===== config.mk =====
export PLATFORM = sky130hd
export DESIGN_NAME = oat_timer_top
export DESIGN_NICKNAME = d
export VERILOG_FILES = /design/src/inc/oat_pkg.sv /design/src/hdl/oat_tick_gen.sv /design/src/hdl/oat_timer_top.sv
export SDC_FILE = /design/constraint.sdc
export NUM_CORES = 1
export LEC_CHECK = 0
export ABC_AREA = 0
export BUFFER_PORTS_ARGS = -buffer_cell sky130_fd_sc_hd__buf_2
export CORE_MARGIN = 2
export CORE_UTILIZATION = 58
export DETAILED_ROUTE_END_ITERATION = 16
export GPL_ROUTABILITY_DRIVEN = 0
export PLACE_DENSITY = 0.85
export SYNTH_ARGS = -nofsm -noshare
export SYNTH_HDL_FRONTEND = slang
export SYNTH_SLANG_ARGS = --single-unit

===== constraint.sdc =====
create_clock -name SYS_CLK -period 6.1 [get_ports SYS_CLK]
set_input_delay 1.83 -clock SYS_CLK [delete_from_list [all_inputs] [get_ports SYS_CLK]]
set_output_delay 1.83 -clock SYS_CLK [all_outputs]
set_load 0.02 [all_outputs]

===== src/inc/oat_pkg.sv =====
// shared constants and types for the overtemperature assertion timer
`default_nettype none

package oat_pkg;

  // ------------------------------------------------------------------
  // register indices (byte address = 4 * index)
  // ------------------------------------------------------------------
  localparam logic [7:0] OAT_IDX_TSTAT = 8'h79;
  localparam logic [7:0] OAT_IDX_TLIMIT = 8'h7A;
  localparam logic [7:0] OAT_IDX_ISTAT = 8'h42;
  localparam logic [7:0] OAT_IDX_IEN = 8'h43;
  localparam logic [7:0] OAT_IDX_ICLR = 8'h44;
  localparam logic [7:0] OAT_IDX_CTRL = 8'h10;

  // ------------------------------------------------------------------
  // reset values and field positions
  // ------------------------------------------------------------------
  localparam logic [7:0] OAT_TSTAT_RST = 8'h00;
  localparam logic [7:0] OAT_TLIMIT_RST = 8'h00;
  localparam logic [7:0] OAT_ISTAT_RST = 8'h00;
  localparam logic [7:0] OAT_IEN_RST = 8'h00;
  localparam logic [7:0] OAT_CTRL_RST = 8'h01;
  localparam int OAT_LIMIT_BIT = 5;
  localparam logic [7:0] OAT_CNT_MAX = 8'hFF;

  // ------------------------------------------------------------------
  // timing
  // ------------------------------------------------------------------
  localparam real OAT_TICK_MS = 22.76;
  localparam real OAT_REPORT_MS = 45.52;
  localparam real OAT_CLK_NS = 8.0;
  localparam int OAT_TICK_CYCLES = int'(OAT_TICK_MS * 1.0e6 / OAT_CLK_NS);
  localparam logic [7:0] OAT_REPORT_TICKS =
    8'(int'(OAT_REPORT_MS / OAT_TICK_MS));

  // ------------------------------------------------------------------
  // axi responses
  // ------------------------------------------------------------------
  localparam logic [1:0] OAT_RESP_OKAY = 2'h0;
  localparam logic [1:0] OAT_RESP_SLVERR = 2'h2;

  // ------------------------------------------------------------------
  // types
  // ------------------------------------------------------------------
  typedef enum logic [1:0] {
    OAT_ST_IDLE = 2'b00,
    OAT_ST_RUN = 2'b01,
    OAT_ST_SAT = 2'b11
  } oat_state_t;

  typedef enum logic [2:0] {
    OAT_SEL_NONE,
    OAT_SEL_TSTAT,
    OAT_SEL_TLIMIT,
    OAT_SEL_ISTAT,
    OAT_SEL_IEN,
    OAT_SEL_ICLR,
    OAT_SEL_CTRL
  } oat_sel_t;

  typedef struct packed {
    logic [6:0] rsvd;
    logic timer_en;
  } oat_ctrl_t;

  typedef struct packed {
    logic [6:0] upper;
    logic lsb;
  } oat_tstat_t;

endpackage

`default_nettype wire


===== src/hdl/oat_tick_gen.sv =====
// duration tick generator for the overtemperature assertion timer
`default_nettype none

module oat_tick_gen
  import oat_pkg::*;
#(
  parameter int TICK_CYCLES = OAT_TICK_CYCLES
) (
  input wire logic clk, // system clock
  input wire logic rst, // synchronous reset, high
  input wire logic restart, // zero the phase, start of an assertion
  input wire logic run, // count while high
  output logic tick // one-cycle pulse per tick period
);

  localparam int PW = (TICK_CYCLES > 1) ? $clog2(TICK_CYCLES) : 1;
  localparam logic [PW-1:0] LAST = PW'(TICK_CYCLES - 1);

  logic [PW-1:0] phase_reg;

  // ------------------------------------------------------------------
  // phase counter
  // ------------------------------------------------------------------
  always_ff @(posedge clk) begin
    if (rst) begin
      phase_reg <= '0;
    end else if (restart || !run) begin
      phase_reg <= '0;
    end else if (phase_reg == LAST) begin
      phase_reg <= '0;
    end else begin
      phase_reg <= phase_reg + PW'(1);
    end
  end

  always_ff @(posedge clk) begin
    if (rst) begin
      tick <= 1'b0;
    end else begin
      tick <= run && !restart && (phase_reg == LAST);
    end
  end

  AST_TICK_PERIOD: assert property (
    @(posedge clk) disable iff (rst)
    $rose(tick) |-> $past(phase_reg) == LAST
  ) else $error("tick not at end of period");

endmodule

`default_nettype wire


===== src/hdl/oat_timer_top.sv =====
// overtemperature assertion timer with axi4-lite register slave
`default_nettype none

module oat_timer_top
  import oat_pkg::*;
#(
  parameter int ADDR_W = 12,
  parameter int TICK_CYCLES = OAT_TICK_CYCLES
) (
  input wire logic SYS_CLK, // system clock, 125 MHz
  input wire logic RST, // synchronous reset, high
  input wire logic OVERTEMP_SIGNAL_N, // overtemperature input, active low
  input wire logic [ADDR_W-1:0] AWADDR, // write address
  input wire logic AWVALID, // write address valid
  output logic AWREADY, // write address ready
  input wire logic [31:0] WDATA, // write data
  input wire logic [3:0] WSTRB, // write byte strobes
  input wire logic WVALID, // write data valid
  output logic WREADY, // write data ready
  output logic [1:0] BRESP, // write response
  output logic BVALID, // write response valid
  input wire logic BREADY, // write response ready
  input wire logic [ADDR_W-1:0] ARADDR, // read address
  input wire logic ARVALID, // read address valid
  output logic ARREADY, // read address ready
  output logic [31:0] RDATA, // read data
  output logic [1:0] RRESP, // read response
  output logic RVALID, // read data valid
  input wire logic RREADY, // read data ready
  output logic IRQ // level interrupt, high
);

  // ------------------------------------------------------------------
  // address decode
  // ------------------------------------------------------------------
  function automatic oat_sel_t decode(input logic [ADDR_W-1:0] a);
    logic [ADDR_W-3:0] idx;
    idx = a[ADDR_W-1:2];
    if (idx == (ADDR_W-2)'(OAT_IDX_TSTAT)) return OAT_SEL_TSTAT;
    if (idx == (ADDR_W-2)'(OAT_IDX_TLIMIT)) return OAT_SEL_TLIMIT;
    if (idx == (ADDR_W-2)'(OAT_IDX_ISTAT)) return OAT_SEL_ISTAT;
    if (idx == (ADDR_W-2)'(OAT_IDX_IEN)) return OAT_SEL_IEN;
    if (idx == (ADDR_W-2)'(OAT_IDX_ICLR)) return OAT_SEL_ICLR;
    if (idx == (ADDR_W-2)'(OAT_IDX_CTRL)) return OAT_SEL_CTRL;
    return OAT_SEL_NONE;
  endfunction

  // ------------------------------------------------------------------
  // declarations
  // ------------------------------------------------------------------
  logic aw_got_reg;
  logic w_got_reg;
  logic ar_got_reg;
  logic [ADDR_W-1:0] awaddr_reg;
  logic [ADDR_W-1:0] araddr_reg;
  logic [7:0] wdata_reg;
  logic wstrb0_reg;
  logic wr_do;
  logic rd_do;
  oat_sel_t wsel;
  oat_sel_t rsel;
  logic wr_lane;
  oat_ctrl_t ctrl_reg;
  logic [7:0] limit_reg;
  logic [7:0] istat_reg;
  logic [7:0] ien_reg;
  logic flag_reg;
  logic [7:0] cnt_reg;
  logic prev_reg;
  oat_state_t state_reg;
  oat_state_t state_next;
  logic asserted;
  logic start;
  logic tick;
  logic exceed;
  logic flag_clr;
  logic lim_clr;
  oat_tstat_t tstat;
  logic [7:0] rd_val;
  assign wr_do = aw_got_reg && w_got_reg && !BVALID;
  assign rd_do = ar_got_reg && !RVALID;
  assign wsel = decode(awaddr_reg);
  assign rsel = decode(araddr_reg);
  assign wr_lane = wr_do && wstrb0_reg;

  // ------------------------------------------------------------------
  // axi4-lite write channels
  // ------------------------------------------------------------------
  always_ff @(posedge SYS_CLK) begin
    if (RST) begin
      AWREADY <= 1'b0;
      aw_got_reg <= 1'b0;
      awaddr_reg <= '0;
    end else if (AWREADY && AWVALID) begin
      AWREADY <= 1'b0;
      aw_got_reg <= 1'b1;
      awaddr_reg <= AWADDR;
    end else if (wr_do) begin
      aw_got_reg <= 1'b0;
    end else if (!aw_got_reg && !BVALID) begin
      AWREADY <= 1'b1;
    end
  end

  always_ff @(posedge SYS_CLK) begin
    if (RST) begin
      WREADY <= 1'b0;
      w_got_reg <= 1'b0;
      wdata_reg <= 8'h00;
      wstrb0_reg <= 1'b0;
    end else if (WREADY && WVALID) begin
      WREADY <= 1'b0;
      w_got_reg <= 1'b1;
      wdata_reg <= WDATA[7:0];
      wstrb0_reg <= WSTRB[0];
    end else if (wr_do) begin
      w_got_reg <= 1'b0;
    end else if (!w_got_reg && !BVALID) begin
      WREADY <= 1'b1;
    end
  end

  // unmapped addresses answer slverr so software sees a bad pointer
  always_ff @(posedge SYS_CLK) begin
    if (RST) begin
      BVALID <= 1'b0;
      BRESP <= OAT_RESP_OKAY;
    end else if (wr_do) begin
      BVALID <= 1'b1;
      BRESP <= (wsel == OAT_SEL_NONE) ? OAT_RESP_SLVERR : OAT_RESP_OKAY;
    end else if (BVALID && BREADY) begin
      BVALID <= 1'b0;
    end
  end

  // ------------------------------------------------------------------
  // axi4-lite read channels
  // ------------------------------------------------------------------
  always_ff @(posedge SYS_CLK) begin
    if (RST) begin
      ARREADY <= 1'b0;
      ar_got_reg <= 1'b0;
      araddr_reg <= '0;
    end else if (ARREADY && ARVALID) begin
      ARREADY <= 1'b0;
      ar_got_reg <= 1'b1;
      araddr_reg <= ARADDR;
    end else if (rd_do) begin
      ar_got_reg <= 1'b0;
    end else if (!ar_got_reg && !RVALID) begin
      ARREADY <= 1'b1;
    end
  end

  always_comb begin
    rd_val = 8'h00;
    case (rsel)
      OAT_SEL_TSTAT: rd_val = tstat;
      OAT_SEL_TLIMIT: rd_val = limit_reg;
      OAT_SEL_ISTAT: rd_val = istat_reg;
      OAT_SEL_IEN: rd_val = ien_reg;
      OAT_SEL_CTRL: rd_val = ctrl_reg;
      default: rd_val = 8'h00;
    endcase
  end

  always_ff @(posedge SYS_CLK) begin
    if (RST) begin
      RVALID <= 1'b0;
      RDATA <= 32'h0000_0000;
      RRESP <= OAT_RESP_OKAY;
    end else if (rd_do) begin
      RVALID <= 1'b1;
      RDATA <= {24'h00_0000, rd_val};
      RRESP <= (rsel == OAT_SEL_NONE) ? OAT_RESP_SLVERR : OAT_RESP_OKAY;
    end else if (RVALID && RREADY) begin
      RVALID <= 1'b0;
    end
  end

  // ------------------------------------------------------------------
  // software-written registers
  // ------------------------------------------------------------------
  always_ff @(posedge SYS_CLK) begin
    if (RST) begin
      limit_reg <= OAT_TLIMIT_RST;
    end else if (wr_lane && wsel == OAT_SEL_TLIMIT) begin
      limit_reg <= wdata_reg;
    end
  end

  always_ff @(posedge SYS_CLK) begin
    if (RST) begin
      ctrl_reg <= OAT_CTRL_RST;
      ien_reg <= OAT_IEN_RST;
    end else if (wr_lane && wsel == OAT_SEL_CTRL) begin
      ctrl_reg <= {7'h00, wdata_reg[0]};
    end else if (wr_lane && wsel == OAT_SEL_IEN) begin
      ien_reg <= wdata_reg;
    end
  end

  // ------------------------------------------------------------------
  // assertion detection and duration state
  // ------------------------------------------------------------------
  assign asserted = ctrl_reg.timer_en && !OVERTEMP_SIGNAL_N;
  assign start = asserted && !prev_reg;
  always_ff @(posedge SYS_CLK) begin
    if (RST) begin
      prev_reg <= 1'b0;
    end else begin
      prev_reg <= asserted;
    end
  end

  always_comb begin
    state_next = state_reg;
    case (state_reg)
      OAT_ST_IDLE: if (start) state_next = OAT_ST_RUN;
      OAT_ST_RUN: begin
        if (!asserted) begin
          state_next = OAT_ST_IDLE;
        end else if (tick && cnt_reg == OAT_CNT_MAX - 8'h01) begin
          state_next = OAT_ST_SAT;
        end
      end
      OAT_ST_SAT: if (!asserted) state_next = OAT_ST_IDLE;
      default: state_next = OAT_ST_IDLE;
    endcase
  end
  always_ff @(posedge SYS_CLK) begin
    if (RST) begin
      state_reg <= OAT_ST_IDLE;
    end else begin
      state_reg <= state_next;
    end
  end
  oat_tick_gen #(
    .TICK_CYCLES(TICK_CYCLES)
  ) u_tick (
    .clk(SYS_CLK),
    .rst(RST),
    .restart(start),
    .run(asserted),
    .tick(tick)
  );
  // count holds after release so software can still read the duration
  always_ff @(posedge SYS_CLK) begin
    if (RST) begin
      cnt_reg <= OAT_TSTAT_RST;
    end else if (start) begin
      cnt_reg <= 8'h00;
    end else if (state_reg == OAT_ST_RUN && asserted && tick) begin
      cnt_reg <= cnt_reg + 8'h01;
    end
  end

  // ------------------------------------------------------------------
  // timer status view and clear-on-read flag
  // ------------------------------------------------------------------
  always_comb begin
    if (cnt_reg >= OAT_REPORT_TICKS) begin
      tstat = cnt_reg;
    end else begin
      tstat = {7'h00, flag_reg};
    end
  end

  assign flag_clr = rd_do && rsel == OAT_SEL_TSTAT;
  // a new assertion in the cycle of the read keeps the flag set
  always_ff @(posedge SYS_CLK) begin
    if (RST) begin
      flag_reg <= 1'b0;
    end else if (start) begin
      flag_reg <= 1'b1;
    end else if (flag_clr) begin
      flag_reg <= 1'b0;
    end
  end

  // ------------------------------------------------------------------
  // limit comparison and interrupt
  // ------------------------------------------------------------------
  // run state still holds at the release edge, so the last tick can flag
  assign exceed = (start && limit_reg == 8'h00)
    || (state_reg != OAT_ST_IDLE && cnt_reg > limit_reg);
  assign lim_clr = wr_lane && wsel == OAT_SEL_ICLR
    && wdata_reg[OAT_LIMIT_BIT];
  always_ff @(posedge SYS_CLK) begin
    if (RST) begin
      istat_reg <= OAT_ISTAT_RST;
    end else if (exceed) begin
      istat_reg[OAT_LIMIT_BIT] <= 1'b1;
    end else if (lim_clr) begin
      istat_reg[OAT_LIMIT_BIT] <= 1'b0;
    end
  end

  always_ff @(posedge SYS_CLK) begin
    if (RST) begin
      IRQ <= 1'b0;
    end else begin
      IRQ <= |(istat_reg & ien_reg);
    end
  end

  // ------------------------------------------------------------------
  // checks
  // ------------------------------------------------------------------
  AST_UPPER_ZERO: assert property (
    @(posedge SYS_CLK) disable iff (RST)
    (rd_do && rsel == OAT_SEL_TSTAT && cnt_reg < OAT_REPORT_TICKS)
      |=> RDATA[7:1] == 7'h00
  ) else $error("upper count bits not zero before report time");
  AST_FLAG_SET: assert property (
    @(posedge SYS_CLK) disable iff (RST)
    $fell(OVERTEMP_SIGNAL_N) && ctrl_reg.timer_en && !prev_reg
      |=> flag_reg ##1 RVALID || flag_reg || flag_clr
  ) else $error("assertion flag not set on input assertion");
  AST_FLAG_CLR: assert property (
    @(posedge SYS_CLK) disable iff (RST)
    flag_clr && !start |=> !flag_reg
  ) else $error("status read did not clear the assertion flag");
  AST_COUNT_REPORT: assert property (
    @(posedge SYS_CLK) disable iff (RST)
    rd_do && rsel == OAT_SEL_TSTAT && cnt_reg >= OAT_REPORT_TICKS
      |=> RDATA[7:0] == $past(cnt_reg)
  ) else $error("count not reported once past report time");
  AST_LIMIT_WR: assert property (
    @(posedge SYS_CLK) disable iff (RST)
    wr_lane && wsel == OAT_SEL_TLIMIT |=> limit_reg == $past(wdata_reg)
  ) else $error("limit register did not take written value");
  AST_LIMIT_HIT: assert property (
    @(posedge SYS_CLK) disable iff (RST)
    state_reg != OAT_ST_IDLE && cnt_reg > limit_reg
      |=> istat_reg[OAT_LIMIT_BIT]
  ) else $error("limit exceeded but status bit not set");
  AST_ZERO_LIMIT: assert property (
    @(posedge SYS_CLK) disable iff (RST)
    start && limit_reg == 8'h00 |=> istat_reg[OAT_LIMIT_BIT]
  ) else $error("zero limit did not flag at assertion");
  AST_ENABLE_GATES: assert property (
    @(posedge SYS_CLK) disable iff (RST)
    !ctrl_reg.timer_en |=> state_reg == OAT_ST_IDLE
  ) else $error("timer running while disabled");
  AST_COUNT_STEP: assert property (
    @(posedge SYS_CLK) disable iff (RST)
    state_reg == OAT_ST_RUN && asserted && tick && !start
      |=> cnt_reg == $past(cnt_reg) + 8'h01
  ) else $error("count did not advance on tick");
  AST_COUNT_SAT: assert property (
    @(posedge SYS_CLK) disable iff (RST)
    cnt_reg == OAT_CNT_MAX && !start |=> cnt_reg == OAT_CNT_MAX
  ) else $error("count wrapped past saturation");

endmodule

`default_nettype wire


==> flow_summary.ini <==
[clock_tree]
numCtsBuffers = 9
ctsHoldBuffers = 0
worstSkewPairLatency_ns = 0.38
cts_setup_buffers = 0
cts_sinks = 101
cts_resized = 0
cts_tree = done
cts-root-buf = clkbuf_8
htreeDepth = 3
clkSlewWorstSetupHoldPaths_ns = 0.10
cts_max_path_buffers = 2

[placement]
dpl.hpwl_microns = 7210
portBuffers = 52
dp_worst_setup_slack_ns = 2.54
placed_cells = 712

[sta]
grt_setup_unrepaired = false
slew_headroom_pct = 41.2
tightest_slew_ns = 0.878
maxSlewViolCount = 0
max_freq_ghz = 0.316
fin_skew_ns = 0.0135
tns_ns = 0
hold_violations = 0
finalSetupViolations = 0
min_period_ns = 3.17
fin_crit_sh_pct = 51.9
fin_ws_ns = 2.93

[status]
status = complete, no violations

[setup_path]
crit_family = buffers and inverters
start_kind = primary input
cp_max_fo = 44
crit_chain = buf_2 -> buf_4 -> nor2_1 -> nand3_2 -> nor2_1
cp_slowest_cell = buf_4
arrival_ns = 3.43
end_kind = flop
cp_num_buf_inv = 2
crit_path_max_incr_delay_ns = 0.46
path_common_cell = nor2_1
crit_type = primary input to flop
cp.required_ns = 6.36

[power_and_ir_drop]
p_leak_nw = 1.97
intPower_uw = 910
ir_worst_vdd_mv = 0.112
power_frac_seq_pct = 56.1
p_total_mw = 1.23
switching_share_pct = 26.3
clkPwrFrac_pct = 35.2
power.switching_uw = 325
combPwrFrac_pct = 8.7
p_per_area_nw_per_um2 = 234

[cells_and_area]
largest_reg_flops = 22
layout_commonest_cell = dfxtp_1
final_nets = 697
diodes = 0
final_cell_mix = dfxtp_1, nand2_1, nor2_1
area_growth_pct = 7.77
n_fill_cell = 685
instances_no_fill = 728
drive_gt1_share_pct = 13.5

[yosys]
ys_types = 55
seq_area_frac_synth_pct = 41.3
ys_seq_elements = 101
synth_edf_count = 0
syn_area_sq_um = 4900
synthArstFlopShare_pct = 0
avgSynthCellArea_sq_um = 8.53
syn_inst = 574
yosys_warnings = 0
synthFlopType = dfxtp_1

[floorplan]
die_x_microns = 95.9
core_sq_um = 8220
start_util_pct = 59.6
num_io_pins = 110
die_h_microns = 95.9
num_rows = 33
dieArea_sq_um = 9190

[global_route]
grt_pass1_vias = 3696
grt_max_degree = 45
antenna_found_initial = 0
grt.total_usage_pct = 22.9
gr-total-overflow = 0
grt_pass1_wl_microns = 16700

[routing]
first_pass_iters = 5
antenna_left = 0
wl_microns = 9910
drcViolationCount = 0
wl_per_cell_microns = 13.6
vias = 4076
drt_iter0_drc = 210
drt-vias-per-instance = 5.60

[worst_hold_path]
hold_class = flop to flop

[flow_run]
maxCapViolations = 0
worst register-to-register path, cell delays in order, from the launching register on:
cell and delay [ns]:
dfxtp_1 0.44, or3_1 0.15, a21oi_1 0.05, o211ai_1 0.70, nand3b_1 0.61, mux2i_1 0.31
stage by stage:
stage                     util [%]  hold WS (ns)  instance area [sq um]
after global placement        61.7         0.423                   5070
after global routing          64.2         0.484                   5280
after floorplan                  -         0.412                   4990
after CTS                     64.2         0.453                   5280
final                         64.2         0.451                   5280
after detailed placement      61.7         0.439                   5070
layout make-up:
type	count	area, sq um	share of cell area (%)
inverter	21	78.8	1.49
clock buffer	10	128	2.42
clock inverter	6	77.6	1.47
multi-input combinational	432	2570	48.7
tap	105	131	2.49
timing repair buffer	53	268	5.07
sequential	101	2020	38.3
cells in the mapped netlist (all sizes together) (7+ instances only):
master / number / area, sq um
a21oi: 45 / 225
buf: 34 / 269
clkbuf: 10 / 37.5
dfxtp: 101 / 2020
ha: 11 / 138
inv: 21 / 78.8
mux2i: 11 / 110
nand2: 88 / 330
nand2b: 19 / 119
nand3: 9 / 50.1
nand4: 12 / 75.1
nor2: 56 / 210
nor3: 16 / 96.4
nor4: 12 / 120
o21ai: 10 / 50.1
o31ai: 7 / 52.6
or4: 8 / 60.1
xnor2: 18 / 158
xor2: 8 / 70.1
routing by layer:
metal	vias up	track usage (%)	wire length, microns
met3	13	6.34	604
met5	-	0	0
met4	0	6.79	110
met1	1902	29.8	4550
met2	119	37.2	4640
li1	2042	-	-
path summary, 6_finish.rpt:
kind                         startpoint                              end  slack (ns)  depth (start not counted)
max                                 RST  u_tick.phase_reg[11]$_SDFF_PP0_        2.93                          5
min             ien_reg[5]$_SDFFE_PP0P_                   IRQ$_SDFF_PP0_        0.45                          2
max reg2reg  awaddr_reg[6]$_SDFFE_PP0P_          ien_reg[0]$_SDFFE_PP0P_        3.75                          5
min reg2reg     ien_reg[5]$_SDFFE_PP0P_                   IRQ$_SDFF_PP0_        0.45                          2
logic make-up (layout without fill, tap and decap cells):
family,after synthesis,count (layout),share of synthesized area [%]
adder cells (fa/ha/maj),11,11,2.81
XOR/XNOR,26,26,4.65
multiplexers,11,11,2.25
AND/OR/NAND/NOR,265,265,28.7
other,1,26,0.0766
AO/OA/AOI/OAI,93,93,12.1
buffers and inverters,66,90,8.10
flip-flops,101,101,41.3
power groups by stage:
stage          logic [mW]  registers (mW)  clock network [mW]
3_3_place_gp        0.102           0.706                   0
5_1_grt             0.120           0.695               0.471
2_1_floorplan      0.0919           0.708                   0
3_5_place_dp        0.106           0.708                   0
4_1_cts             0.107           0.692               0.446
6_report            0.107           0.693               0.435
(Power assumes the default switching activity.)
